`src/rtl/ets_pkg.sv`:
```
// Shared constants and types of the exposure trigger sequencer
package ets_pkg;
   // Register byte offsets
   localparam logic [11:0] A_CTRL = 12'h000;
   localparam logic [11:0] A_EXPO = 12'h004;
   localparam logic [11:0] A_GEOM = 12'h008;
   localparam logic [11:0] A_STAT = 12'h00c;
   // Control register fields
   localparam int CTRL_MODE_LSB = 0;
   localparam int CTRL_FLASH    = 3;
   localparam int CTRL_GPO_SEL  = 4;
   localparam int CTRL_GPO_LVL  = 5;
   localparam int CTRL_ARM      = 8;
   localparam int CTRL_STOP     = 9;
   // Geometry and status fields
   localparam int GEOM_PIX_LSB  = 0;
   localparam int GEOM_LIN_LSB  = 16;
   localparam int STAT_ST_LSB   = 0;
   localparam int STAT_EXP      = 3;
   localparam int STAT_RD       = 4;
   localparam int STAT_FC_LSB   = 16;
   // Reset values
   localparam logic [23:0] EXPO_RST = 24'h000400;
   localparam logic [11:0] PIX_RST  = 12'h040;
   localparam logic [11:0] LIN_RST  = 12'h020;
   // Default blanking lengths in clock cycles
   localparam int unsigned LINE_GAP_DEF  = 8;
   localparam int unsigned FRAME_GAP_DEF = 16;
   // Exposure modes
   typedef enum logic [2:0] {
      M_OVL_SHUT = 3'h0,
      M_OVL_EXT  = 3'h1,
      M_NONOVL   = 3'h2,
      M_SINGLE   = 3'h3,
      M_BULB     = 3'h4
   } ets_mode_e;
   // Sequencer states, Gray coded along the usual path
   typedef enum logic [2:0] {
      S_IDLE   = 3'h0,
      S_ARMED  = 3'h1,
      S_EXPOSE = 3'h3,
      S_READ   = 3'h2,
      S_RUN    = 3'h6
   } ets_state_e;
endpackage

```
`src/rtl/ets_top.sv`:
```
// Exposure and readout sequencer with APB register access
// Operation
// - Shuttered overlap: wait falling edge, then loop
// - Shutter time changes, frame rate stays fixed
// - Running continuous modes ignore further triggers
// - Continuous runs until stop; rearm afterwards
// - Extended overlap: no shutter, exposure exceeds readout
// - Extended overlap holds flash sync low
// - Non-overlapped: exposure then readout, serially
// - Single frame: expose, read, back to armed
// - Bulb: expose from leading to trailing edge
// - Bulb: read at once, then rearm
// - Bulb: triggers ignored during readout
// - Line valid high on pixels, low in gaps
// - Frame valid high across active lines
// - Flash sync high during exposure when enabled
// - Flash sync usable as host-set output
// - Echo host trigger line, active low
// - External trigger acts like host trigger
//
// Chosen here: register access over APB and the register addresses.
module ets_top #(
   parameter int unsigned LINE_GAP  = ets_pkg::LINE_GAP_DEF,
   parameter int unsigned FRAME_GAP = ets_pkg::FRAME_GAP_DEF
) (
   input  wire logic        I_MCLK,
   input  wire logic        I_RST,
   input  wire logic        I_PSEL,
   input  wire logic        I_PENABLE,
   input  wire logic        I_PWRITE,
   input  wire logic [11:0] I_PADDR,
   input  wire logic [31:0] I_PWDATA,
   output logic      [31:0] O_PRDATA,
   output logic             O_PREADY,
   output logic             O_PSLVERR,
   input  wire logic        I_CC1_TRIG_N,
   input  wire logic        I_EXT_TRIG_N,
   output logic             O_LINE_VALID_OUT,
   output logic             O_FRAME_VALID_OUT,
   output logic             O_FLASH_SYNC,
   output logic             O_TRIGGER_ECHO_OUT
);
   localparam logic [12:0] LGAP = 13'(LINE_GAP);
   localparam logic [31:0] FGAP = 32'(FRAME_GAP);

   ets_pkg::ets_mode_e  mode_reg;
   ets_pkg::ets_mode_e  run_mode;
   ets_pkg::ets_state_e state;
   ets_pkg::ets_state_e next_state;
   logic        flash_en;
   logic        gpo_sel;
   logic        gpo_level;
   logic [23:0] expo;
   logic [11:0] pix;
   logic [11:0] lines;
   logic        cc1_s1;
   logic        cc1_s2;
   logic        ext_s1;
   logic        ext_s2;
   logic        trig_d;
   logic        trig;
   logic        trig_fall;
   logic        trig_rise;
   logic        exp_on;
   logic [23:0] exp_cnt;
   logic        exp_go;
   logic        exp_done;
   logic        exp_hold;
   logic        rd_go;
   logic        rd_busy;
   logic        rd_done;
   logic [31:0] rd_left;
   logic [12:0] rd_col;
   logic [11:0] rd_row;
   logic [12:0] line_last;
   logic [15:0] fcnt;
   logic        wr;
   logic        arm_cmd;
   logic        stop_cmd;
   logic        addr_hit;
   logic [31:0] rd_mux;

   // Full readout period: lines of pixels plus blanking
   function automatic logic [31:0] frame_len(input logic [11:0] p, input logic [11:0] l);
      logic [31:0] per_line;
      per_line  = 32'(p) + 32'(LGAP);
      frame_len = 32'(per_line * 32'(l)) + FGAP;
   endfunction

   // Bus decode
   assign wr       = I_PSEL && I_PENABLE && I_PWRITE;
   assign addr_hit = (I_PADDR == ets_pkg::A_CTRL) || (I_PADDR == ets_pkg::A_EXPO) ||
                     (I_PADDR == ets_pkg::A_GEOM) || (I_PADDR == ets_pkg::A_STAT);
   assign arm_cmd  = wr && (I_PADDR == ets_pkg::A_CTRL) && I_PWDATA[ets_pkg::CTRL_ARM];
   assign stop_cmd = wr && (I_PADDR == ets_pkg::A_CTRL) && I_PWDATA[ets_pkg::CTRL_STOP];
   assign O_PREADY  = 1'b1;
   assign O_PSLVERR = I_PSEL && I_PENABLE && !addr_hit;

   // Register writes
   always_ff @(posedge I_MCLK or posedge I_RST) begin
      if (I_RST) begin
         mode_reg  <= ets_pkg::M_OVL_SHUT;
         flash_en  <= 1'b0;
         gpo_sel   <= 1'b0;
         gpo_level <= 1'b0;
         expo      <= ets_pkg::EXPO_RST;
         pix       <= ets_pkg::PIX_RST;
         lines     <= ets_pkg::LIN_RST;
      end else if (wr) begin
         case (I_PADDR)
            ets_pkg::A_CTRL: begin
               mode_reg  <= ets_pkg::ets_mode_e'(I_PWDATA[ets_pkg::CTRL_MODE_LSB +: 3]);
               flash_en  <= I_PWDATA[ets_pkg::CTRL_FLASH];
               gpo_sel   <= I_PWDATA[ets_pkg::CTRL_GPO_SEL];
               gpo_level <= I_PWDATA[ets_pkg::CTRL_GPO_LVL];
            end
            ets_pkg::A_EXPO: expo <= I_PWDATA[23:0];
            ets_pkg::A_GEOM: begin
               pix   <= I_PWDATA[ets_pkg::GEOM_PIX_LSB +: 12];
               lines <= I_PWDATA[ets_pkg::GEOM_LIN_LSB +: 12];
            end
            default: ;
         endcase
      end
   end

   // Read data mux
   always_comb begin
      rd_mux = 32'h0;
      case (I_PADDR)
         ets_pkg::A_CTRL: begin
            rd_mux[ets_pkg::CTRL_MODE_LSB +: 3] = mode_reg;
            rd_mux[ets_pkg::CTRL_FLASH]   = flash_en;
            rd_mux[ets_pkg::CTRL_GPO_SEL] = gpo_sel;
            rd_mux[ets_pkg::CTRL_GPO_LVL] = gpo_level;
         end
         ets_pkg::A_EXPO: rd_mux[23:0] = expo;
         ets_pkg::A_GEOM: begin
            rd_mux[ets_pkg::GEOM_PIX_LSB +: 12] = pix;
            rd_mux[ets_pkg::GEOM_LIN_LSB +: 12] = lines;
         end
         ets_pkg::A_STAT: begin
            rd_mux[ets_pkg::STAT_ST_LSB +: 3] = state;
            rd_mux[ets_pkg::STAT_EXP]         = exp_on;
            rd_mux[ets_pkg::STAT_RD]          = rd_busy;
            rd_mux[ets_pkg::STAT_FC_LSB +: 16] = fcnt;
         end
         default: rd_mux = 32'h0;
      endcase
   end

   // Read data captured in the setup phase
   always_ff @(posedge I_MCLK or posedge I_RST) begin
      if (I_RST) begin
         O_PRDATA <= 32'h0;
      end else if (I_PSEL && !I_PENABLE && !I_PWRITE) begin
         O_PRDATA <= rd_mux;
      end
   end

   // Trigger synchronisers, merge and edge detect
   always_ff @(posedge I_MCLK or posedge I_RST) begin
      if (I_RST) begin
         cc1_s1 <= 1'b1;
         cc1_s2 <= 1'b1;
         ext_s1 <= 1'b1;
         ext_s2 <= 1'b1;
         trig_d <= 1'b1;
         O_TRIGGER_ECHO_OUT <= 1'b1;
      end else begin
         cc1_s1 <= I_CC1_TRIG_N;
         cc1_s2 <= cc1_s1;
         ext_s1 <= I_EXT_TRIG_N;
         ext_s2 <= ext_s1;
         trig_d <= trig;
         O_TRIGGER_ECHO_OUT <= cc1_s2;
      end
   end
   assign trig      = cc1_s2 & ext_s2;
   assign trig_fall = trig_d & ~trig;
   assign trig_rise = ~trig_d & trig;

   // Exposure end conditions
   assign exp_hold = (state == ets_pkg::S_RUN) && (run_mode == ets_pkg::M_OVL_EXT) &&
                     rd_busy && !rd_done;
   assign exp_done = exp_on && (exp_cnt <= 24'h1) && !exp_hold &&
                     (run_mode != ets_pkg::M_BULB);
   assign rd_done  = rd_busy && (rd_left == 32'h1);

   // Sequencer next state and start strobes
   always_comb begin
      next_state = state;
      exp_go     = 1'b0;
      rd_go      = 1'b0;
      case (state)
         ets_pkg::S_IDLE: if (arm_cmd) next_state = ets_pkg::S_ARMED;
         ets_pkg::S_ARMED: if (trig_fall) begin
            exp_go     = 1'b1;
            next_state = ets_pkg::S_EXPOSE;
         end
         ets_pkg::S_EXPOSE: begin
            if (run_mode == ets_pkg::M_BULB) begin
               if (trig_rise) begin
                  rd_go      = 1'b1;
                  next_state = ets_pkg::S_READ;
               end
            end else if (exp_done) begin
               rd_go = 1'b1;
               if (run_mode == ets_pkg::M_OVL_SHUT || run_mode == ets_pkg::M_OVL_EXT) begin
                  next_state = ets_pkg::S_RUN;
                  exp_go     = (run_mode == ets_pkg::M_OVL_EXT);
               end else begin
                  next_state = ets_pkg::S_READ;
               end
            end
         end
         ets_pkg::S_READ: if (rd_done) begin
            if (run_mode == ets_pkg::M_NONOVL) begin
               exp_go     = 1'b1;
               next_state = ets_pkg::S_EXPOSE;
            end else begin
               next_state = ets_pkg::S_ARMED;
            end
         end
         ets_pkg::S_RUN: begin
            if (run_mode == ets_pkg::M_OVL_SHUT) begin
               if (rd_busy && rd_left == {8'h0, expo}) exp_go = 1'b1;
               if (rd_done) rd_go = 1'b1;
            end else if (exp_done) begin
               exp_go = 1'b1;
               rd_go  = 1'b1;
            end
         end
         default: next_state = ets_pkg::S_IDLE;
      endcase
      if (stop_cmd && state != ets_pkg::S_IDLE) begin
         next_state = ets_pkg::S_IDLE;
         exp_go     = 1'b0;
         rd_go      = 1'b0;
      end
   end

   // State register and mode latched at arm
   always_ff @(posedge I_MCLK or posedge I_RST) begin
      if (I_RST) begin
         state    <= ets_pkg::S_IDLE;
         run_mode <= ets_pkg::M_OVL_SHUT;
      end else begin
         state <= next_state;
         // Mode taken from the arming write itself, not the stale register
         if (state == ets_pkg::S_IDLE && arm_cmd) begin
            run_mode <= ets_pkg::ets_mode_e'(I_PWDATA[ets_pkg::CTRL_MODE_LSB +: 3]);
         end
      end
   end

   // Exposure timer
   always_ff @(posedge I_MCLK or posedge I_RST) begin
      if (I_RST) begin
         exp_on  <= 1'b0;
         exp_cnt <= 24'h0;
      end else if (exp_go) begin
         exp_on  <= 1'b1;
         exp_cnt <= expo;
      end else if (stop_cmd) begin
         exp_on <= 1'b0;
      end else if (exp_on && run_mode == ets_pkg::M_BULB) begin
         if (trig_rise) exp_on <= 1'b0;
      end else if (exp_done) begin
         exp_on <= 1'b0;
      end else if (exp_on && exp_cnt > 24'h1) begin
         exp_cnt <= exp_cnt - 24'h1;
      end
   end

   // Readout timing counters
   assign line_last = {1'b0, pix} + LGAP - 13'h1;
   always_ff @(posedge I_MCLK or posedge I_RST) begin
      if (I_RST) begin
         rd_busy <= 1'b0;
         rd_left <= 32'h0;
         rd_col  <= 13'h0;
         rd_row  <= 12'h0;
      end else if (rd_go) begin
         rd_busy <= 1'b1;
         rd_left <= frame_len(pix, lines);
         rd_col  <= 13'h0;
         rd_row  <= 12'h0;
      end else if (rd_busy) begin
         rd_left <= rd_left - 32'h1;
         if (rd_done) rd_busy <= 1'b0;
         if (rd_col >= line_last) begin
            rd_col <= 13'h0;
            if (rd_row != lines) rd_row <= rd_row + 12'h1;
         end else begin
            rd_col <= rd_col + 13'h1;
         end
      end
   end

   // Completed frame counter
   always_ff @(posedge I_MCLK or posedge I_RST) begin
      if (I_RST) begin
         fcnt <= 16'h0;
      end else if (rd_done) begin
         fcnt <= fcnt + 16'h1;
      end
   end

   // Line and frame qualifiers
   always_ff @(posedge I_MCLK or posedge I_RST) begin
      if (I_RST) begin
         O_LINE_VALID_OUT  <= 1'b0;
         O_FRAME_VALID_OUT <= 1'b0;
      end else begin
         O_LINE_VALID_OUT  <= rd_busy && (rd_row < lines) && (rd_col < {1'b0, pix});
         O_FRAME_VALID_OUT <= rd_busy && (rd_row < lines) &&
            !((rd_row == lines - 12'h1) && (rd_col >= {1'b0, pix}));
      end
   end

   // Flash sync: exposure window or host level
   always_ff @(posedge I_MCLK or posedge I_RST) begin
      if (I_RST) begin
         O_FLASH_SYNC <= 1'b0;
      end else if (gpo_sel) begin
         O_FLASH_SYNC <= gpo_level;
      end else begin
         O_FLASH_SYNC <= flash_en && exp_on && (run_mode != ets_pkg::M_OVL_EXT);
      end
   end

   property p_arm_start;
      @(posedge I_MCLK) disable iff (I_RST)
      (state == ets_pkg::S_ARMED && trig_fall && !stop_cmd) |=> exp_on;
   endproperty
   a_arm_start: assert property (p_arm_start) else $error("no exposure on trigger");

   property p_run_holds;
      @(posedge I_MCLK) disable iff (I_RST)
      (state == ets_pkg::S_RUN && !stop_cmd) |=> (state == ets_pkg::S_RUN);
   endproperty
   a_run_holds: assert property (p_run_holds) else $error("run left without stop");

   property p_stop;
      @(posedge I_MCLK) disable iff (I_RST)
      (stop_cmd && state != ets_pkg::S_IDLE) |=> (state == ets_pkg::S_IDLE && !exp_on);
   endproperty
   a_stop: assert property (p_stop) else $error("stop not honoured");

   property p_ext_dark;
      @(posedge I_MCLK) disable iff (I_RST)
      (run_mode == ets_pkg::M_OVL_EXT && !gpo_sel) |=> !O_FLASH_SYNC;
   endproperty
   a_ext_dark: assert property (p_ext_dark) else $error("flash in extended mode");

   property p_serial;
      @(posedge I_MCLK) disable iff (I_RST)
      (state == ets_pkg::S_READ) |-> !exp_on;
   endproperty
   a_serial: assert property (p_serial) else $error("exposure during readout");

   property p_bulb_end;
      @(posedge I_MCLK) disable iff (I_RST)
      (state == ets_pkg::S_EXPOSE && run_mode == ets_pkg::M_BULB && trig_rise && !stop_cmd)
      |=> (rd_busy && !exp_on && state == ets_pkg::S_READ);
   endproperty
   a_bulb_end: assert property (p_bulb_end) else $error("bulb end missed");

   property p_bulb_read;
      @(posedge I_MCLK) disable iff (I_RST)
      (state == ets_pkg::S_READ && run_mode == ets_pkg::M_BULB && !rd_done && !stop_cmd)
      |=> (state == ets_pkg::S_READ);
   endproperty
   a_bulb_read: assert property (p_bulb_read) else $error("bulb readout disturbed");

   property p_line_in_frame;
      @(posedge I_MCLK) disable iff (I_RST)
      O_LINE_VALID_OUT |-> O_FRAME_VALID_OUT;
   endproperty
   a_line_in_frame: assert property (p_line_in_frame) else $error("line outside frame");

   property p_frame_end;
      @(posedge I_MCLK) disable iff (I_RST)
      $fell(O_FRAME_VALID_OUT) |-> $fell(O_LINE_VALID_OUT);
   endproperty
   a_frame_end: assert property (p_frame_end) else $error("frame ends inside line");

   property p_gpo;
      @(posedge I_MCLK) disable iff (I_RST)
      gpo_sel |=> (O_FLASH_SYNC == $past(gpo_level));
   endproperty
   a_gpo: assert property (p_gpo) else $error("host level not driven");
endmodule // ets_top

```
`config.mk`:
```
export PLATFORM = sky130hd
export DESIGN_NAME = ets_top
export DESIGN_NICKNAME = d
export VERILOG_FILES = /design/src/rtl/ets_pkg.sv /design/src/rtl/ets_top.sv
export SDC_FILE = /design/constraint.sdc
export NUM_CORES = 1
export LEC_CHECK = 0
export BUFFER_PORTS_ARGS = -buffer_cell sky130_fd_sc_hd__buf_4
export CAP_MARGIN = 20
export CORE_MARGIN = 2
export CORE_UTILIZATION = 54
export CTS_CLUSTER_SIZE = 8
export DETAILED_ROUTE_END_ITERATION = 7
export GPL_ROUTABILITY_DRIVEN = 0
export HOLD_SLACK_MARGIN = 0.05
export PLACE_DENSITY = 0.81
export RECOVER_POWER = 100
export SLEW_MARGIN = 25
export SYNTH_ARGS = -nofsm -noshare
export SYNTH_HDL_FRONTEND = slang
export SYNTH_SLANG_ARGS = --single-unit
export TNS_END_PERCENT = 30
```
`constraint.sdc`:
```
create_clock -name I_MCLK -period 12.6 [get_ports I_MCLK]
set_input_delay 2.52 -clock I_MCLK [delete_from_list [all_inputs] [get_ports I_MCLK]]
set_output_delay 2.52 -clock I_MCLK [all_outputs]
set_load 0.02 [all_outputs]
```
==> flow_summary_export.csv <==
group,metric,value,unit
run_status,status,"complete, but fails checks",
run_status,violations,"capacitance limit, slew limit",
yosys,synth_cell_types,74,
worst_hold_path,min_from,"cc1_s1",
route,viasPerCell,6.021,
route,drt_wl_total,42520,um
clock_network,ctsResizeCount,0,
yosys,synth_edf_count,0,
clock_network,path_clk_slew,0.08,ns
job,max-cap-violations,3,
yosys,ys_async_sr_fraction,100.0,%
worst_setup_path,crit_path_end_kind,"flop",
placed_design,dpl.hpwl,31750,um
timing,rsz0062_at_grt,"false",
yosys,syn_inst,1752,
global_route,antenna_found_initial,1,
worst_setup_path,crit_arrival,7.60,ns
pwr,p_seq_share,40.2,%
die,die_w,178.4,um
yosys,synth_compound_area_share,8.836,%
cells_and_area,final_area,0.01763,mm^2
clock_network,clock_latency,0.46,ns
yosys,yosysWarnings,0,
worst_setup_path,path_class,"flop to flop",
placed_design,portBuffers,83,
pwr,comb_power_share,34.3,%
yosys,synth_xor_area_share,8.318,%
worst_setup_path,r2r_cells,20,
worst_setup_path,regToRegSetupSlack,5.19,ns
worst_hold_path,hold_end,"cc1_s2",
worst_setup_path,cp.required,12.79,ns
clock_network,cts-buffers-inserted,17,
die,num_rows,63,
worst_setup_path,crit_path_top_delay_cell,"nor4_1",
yosys,syn_nets,2036,
worst_setup_path,crit_top_cell,"fa_1",
clock_network,ctsLongestPathBuffers,2,
cells_and_area,layout-drive-gt1-share,8.408,%
clock_network,cts_hold_buf,0,
worst_setup_path,rr_startpoint,"pix[3]",
clock_network,cts_root_buffer,"clkbuf_16",
yosys,synthMuxAreaShare,5.507,%
route,wl_per_cell,19.44,um
route,first_iter_violations,1412,
global_route,grt-ovfl-total,0,
route,drcViolationCount,0,
cells_and_area,top_regs,"O_PRDATA: 32 flops, rd_left: 32 flops",
clock_network,clock-sinks,200,
die,core,0.02980,mm^2
pwr,swShare,39.78,%
die,start_util,55.13,%
yosys,synthAdderAreaFrac,22.91,%
worst_setup_path,path_max_fanout,11,
timing,slew_violations,265,
worst_setup_path,reg2reg_to,"rd_left[25]",
die,die_area,0.03183,mm^2
pwr,powerDensity,132.6,mW/mm^2
yosys,netlist_area,0.01643,mm^2
worst_setup_path,worst-path-buf-inv,3,
clock_network,h-tree-depth,4,
clock_network,cts_tree,"yes",
timing,fin_crit_sh,58.80,%
yosys,synth-main-ff-cell,"dfrtp_1",
timing,fin_tns_setup,0,ns
timing,whs,0.3576,ns
worst_hold_path,holdPathStages,0,
yosys,syn_area_per_cell,9.375,um^2
worst_setup_path,path_cells,"nand3_1, nor4_1, xnor2_1, nand2_1, fa_1, fa_1, inv_1, fa_1, fa_1, inv_1, fa_1, inv_1, ha_1, a21o_1, a31o_2, nor4b_1, o31ai_1, a311oi_1, xor2_1, a21oi_2",
timing,fin_crit,7.409,ns
global_route,grt_pass1_wl,68920,um
route,dr.pass1.iters,8,
yosys,synth_top_family_by_area,"adder cells",
route,vias,13167,
pwr,clkPwrFrac,25.4,%
die,io_pins,89,
cells_and_area,area_growth,7.336,%
route,postRouteAntennaNets,0,
placed_design,post_dp_cell_area,0.01723,mm^2
timing,hold_viol,0,
global_route,grt_max_degree,132,
pwr,vdd_drop_max,0.00008425,V
timing,finalClockSkew,0.02429,ns
global_route,grt_usage,27.80,%
pwr,internal_power,0.001407,W
timing,worst_pin_slew,5.769,ns
yosys,synthSimpleGateAreaFrac,17.70,%
die,die_height,178.4,um
pwr,power_switching,0.0009298,W
global_route,grt_pass1_vias,13225,
timing,setup_violations,0,
yosys,seq_area_frac_synth,30.54,%
worst_hold_path,hp-class,"flop to flop",
clock_network,postCtsSetupRepairBufs,0,
pwr,power_leakage,8.293,nW
timing,max_freq,135.0,MHz
worst_setup_path,cp_top_family,"adder cells",
timing,max-slew-margin-rel,-286.7,%
worst_setup_path,critical_path.max_stage_delay,0.73,ns
cells_and_area,nets,2067,
worst_setup_path,cp-start-kind,"flop",
yosys,yosys_register_bits,200,
==> kinds of logic after synthesis <==
group / Yosys count
multiplexers: 71
adder cells (fa/ha/maj): 233
AO/OA/AOI/OAI: 234
buffers and inverters: 248
flip-flops: 200
AND/OR/NAND/NOR: 609
XOR/XNOR: 156
other: 1
==> cells in the final DEF, fill, tap and decap left out, drive strengths merged, types with 12 or more instances in the layout <==
cell type | netlist | layout
nand2 | 201 | 201
dfrtp | 191 | 191
inv | 162 | 171
nor2 | 161 | 161
ha | 120 | 120
fa | 113 | 113
xnor2 | 100 | 100
o21ai | 98 | 98
clkbuf | 60 | 61
mux2 | 58 | 58
xor2 | 56 | 56
a21oi | 49 | 49
nand3 | 45 | 45
buf | 17 | 45
nor3 | 34 | 34
and2 | 28 | 28
nor4 | 25 | 25
and3 | 21 | 21
nand4 | 19 | 19
a21o | 16 | 16
nand3b | 14 | 14
a22oi | 14 | 14
clkinv | 9 | 14
nor2b | 13 | 13
or4 | 12 | 12
==> metrics by stage <==
step           setup WS [ns]  total power [W]  utilization [%]  std cells
2_1_floorplan          4.641         0.001560                -       1752
3_3_place_gp           5.571         0.001723            57.84       2154
6_report               5.192         0.002337            59.17       2187
5_1_grt                4.949         0.002489            59.16       2186
3_5_place_dp           5.486         0.001765            57.84       2154
4_1_cts                5.433         0.002365            60.01       2186
==> layer usage <==
layer,GRT usage (%),vias up,wire (um)
li1,-,5887,-
met1,36.50,6463,16990
met2,43.61,659,19280
met3,6.053,158,4093
met4,13.72,0,2160
met5,0,-,0
==> layout make-up <==
class	instances	area [um^2]
inverter	171	643.1
tap	390	488.0
sequential	200	5016
timing repair buffer	89	514.2
antenna	1	2.502
clock inverter	15	221.5
multi-input combinational	1304	10320
clock buffer	17	425.4
fill	2481	12170
==> Yosys cell counts, types with 23 or more instances <==
cell	instances	area share, %
ha_1	120	9.1
xor2_1	56	3.0
xnor2_1	100	5.3
nor3_1	34	1.0
clkbuf_1	59	1.3
mux2_2	39	2.7
nand3_1	45	1.4
and2_1	28	1.1
o21ai_0	88	2.7
a21oi_1	39	1.2
nor2_1	160	3.7
inv_1	162	3.7
nor4_1	23	0.88
nand2_1	201	4.6
dfrtp_1	191	29
fa_1	113	14
==> power groups by stage <==
stage | Sequential (W) | Clock [W] | Combinational [W]
floorplan | 0.000867 | 0 | 0.000692
global placement | 0.000932 | 0 | 0.000791
detailed placement | 0.000942 | 0 | 0.000823
CTS | 0.000932 | 0.000601 | 0.000833
global route | 0.000955 | 0.000628 | 0.000907
finish | 0.000941 | 0.000594 | 0.000802
==> worst max path at each step <==
stage,from,to,slack [ns],cells after the start
2_1_floorplan,I_RST,O_FLASH_SYNC,4.64,1
3_3_place_gp,pix[3],rd_left[25],5.57,21
3_5_place_dp,pix[3],rd_left[25],5.49,21
4_1_cts,pix[3],rd_left[25],5.43,21
5_1_grt,pix[3],rd_left[25],4.95,21
6_report,pix[3],rd_left[25],5.19,20
Power figures use the tool's default switching activity.
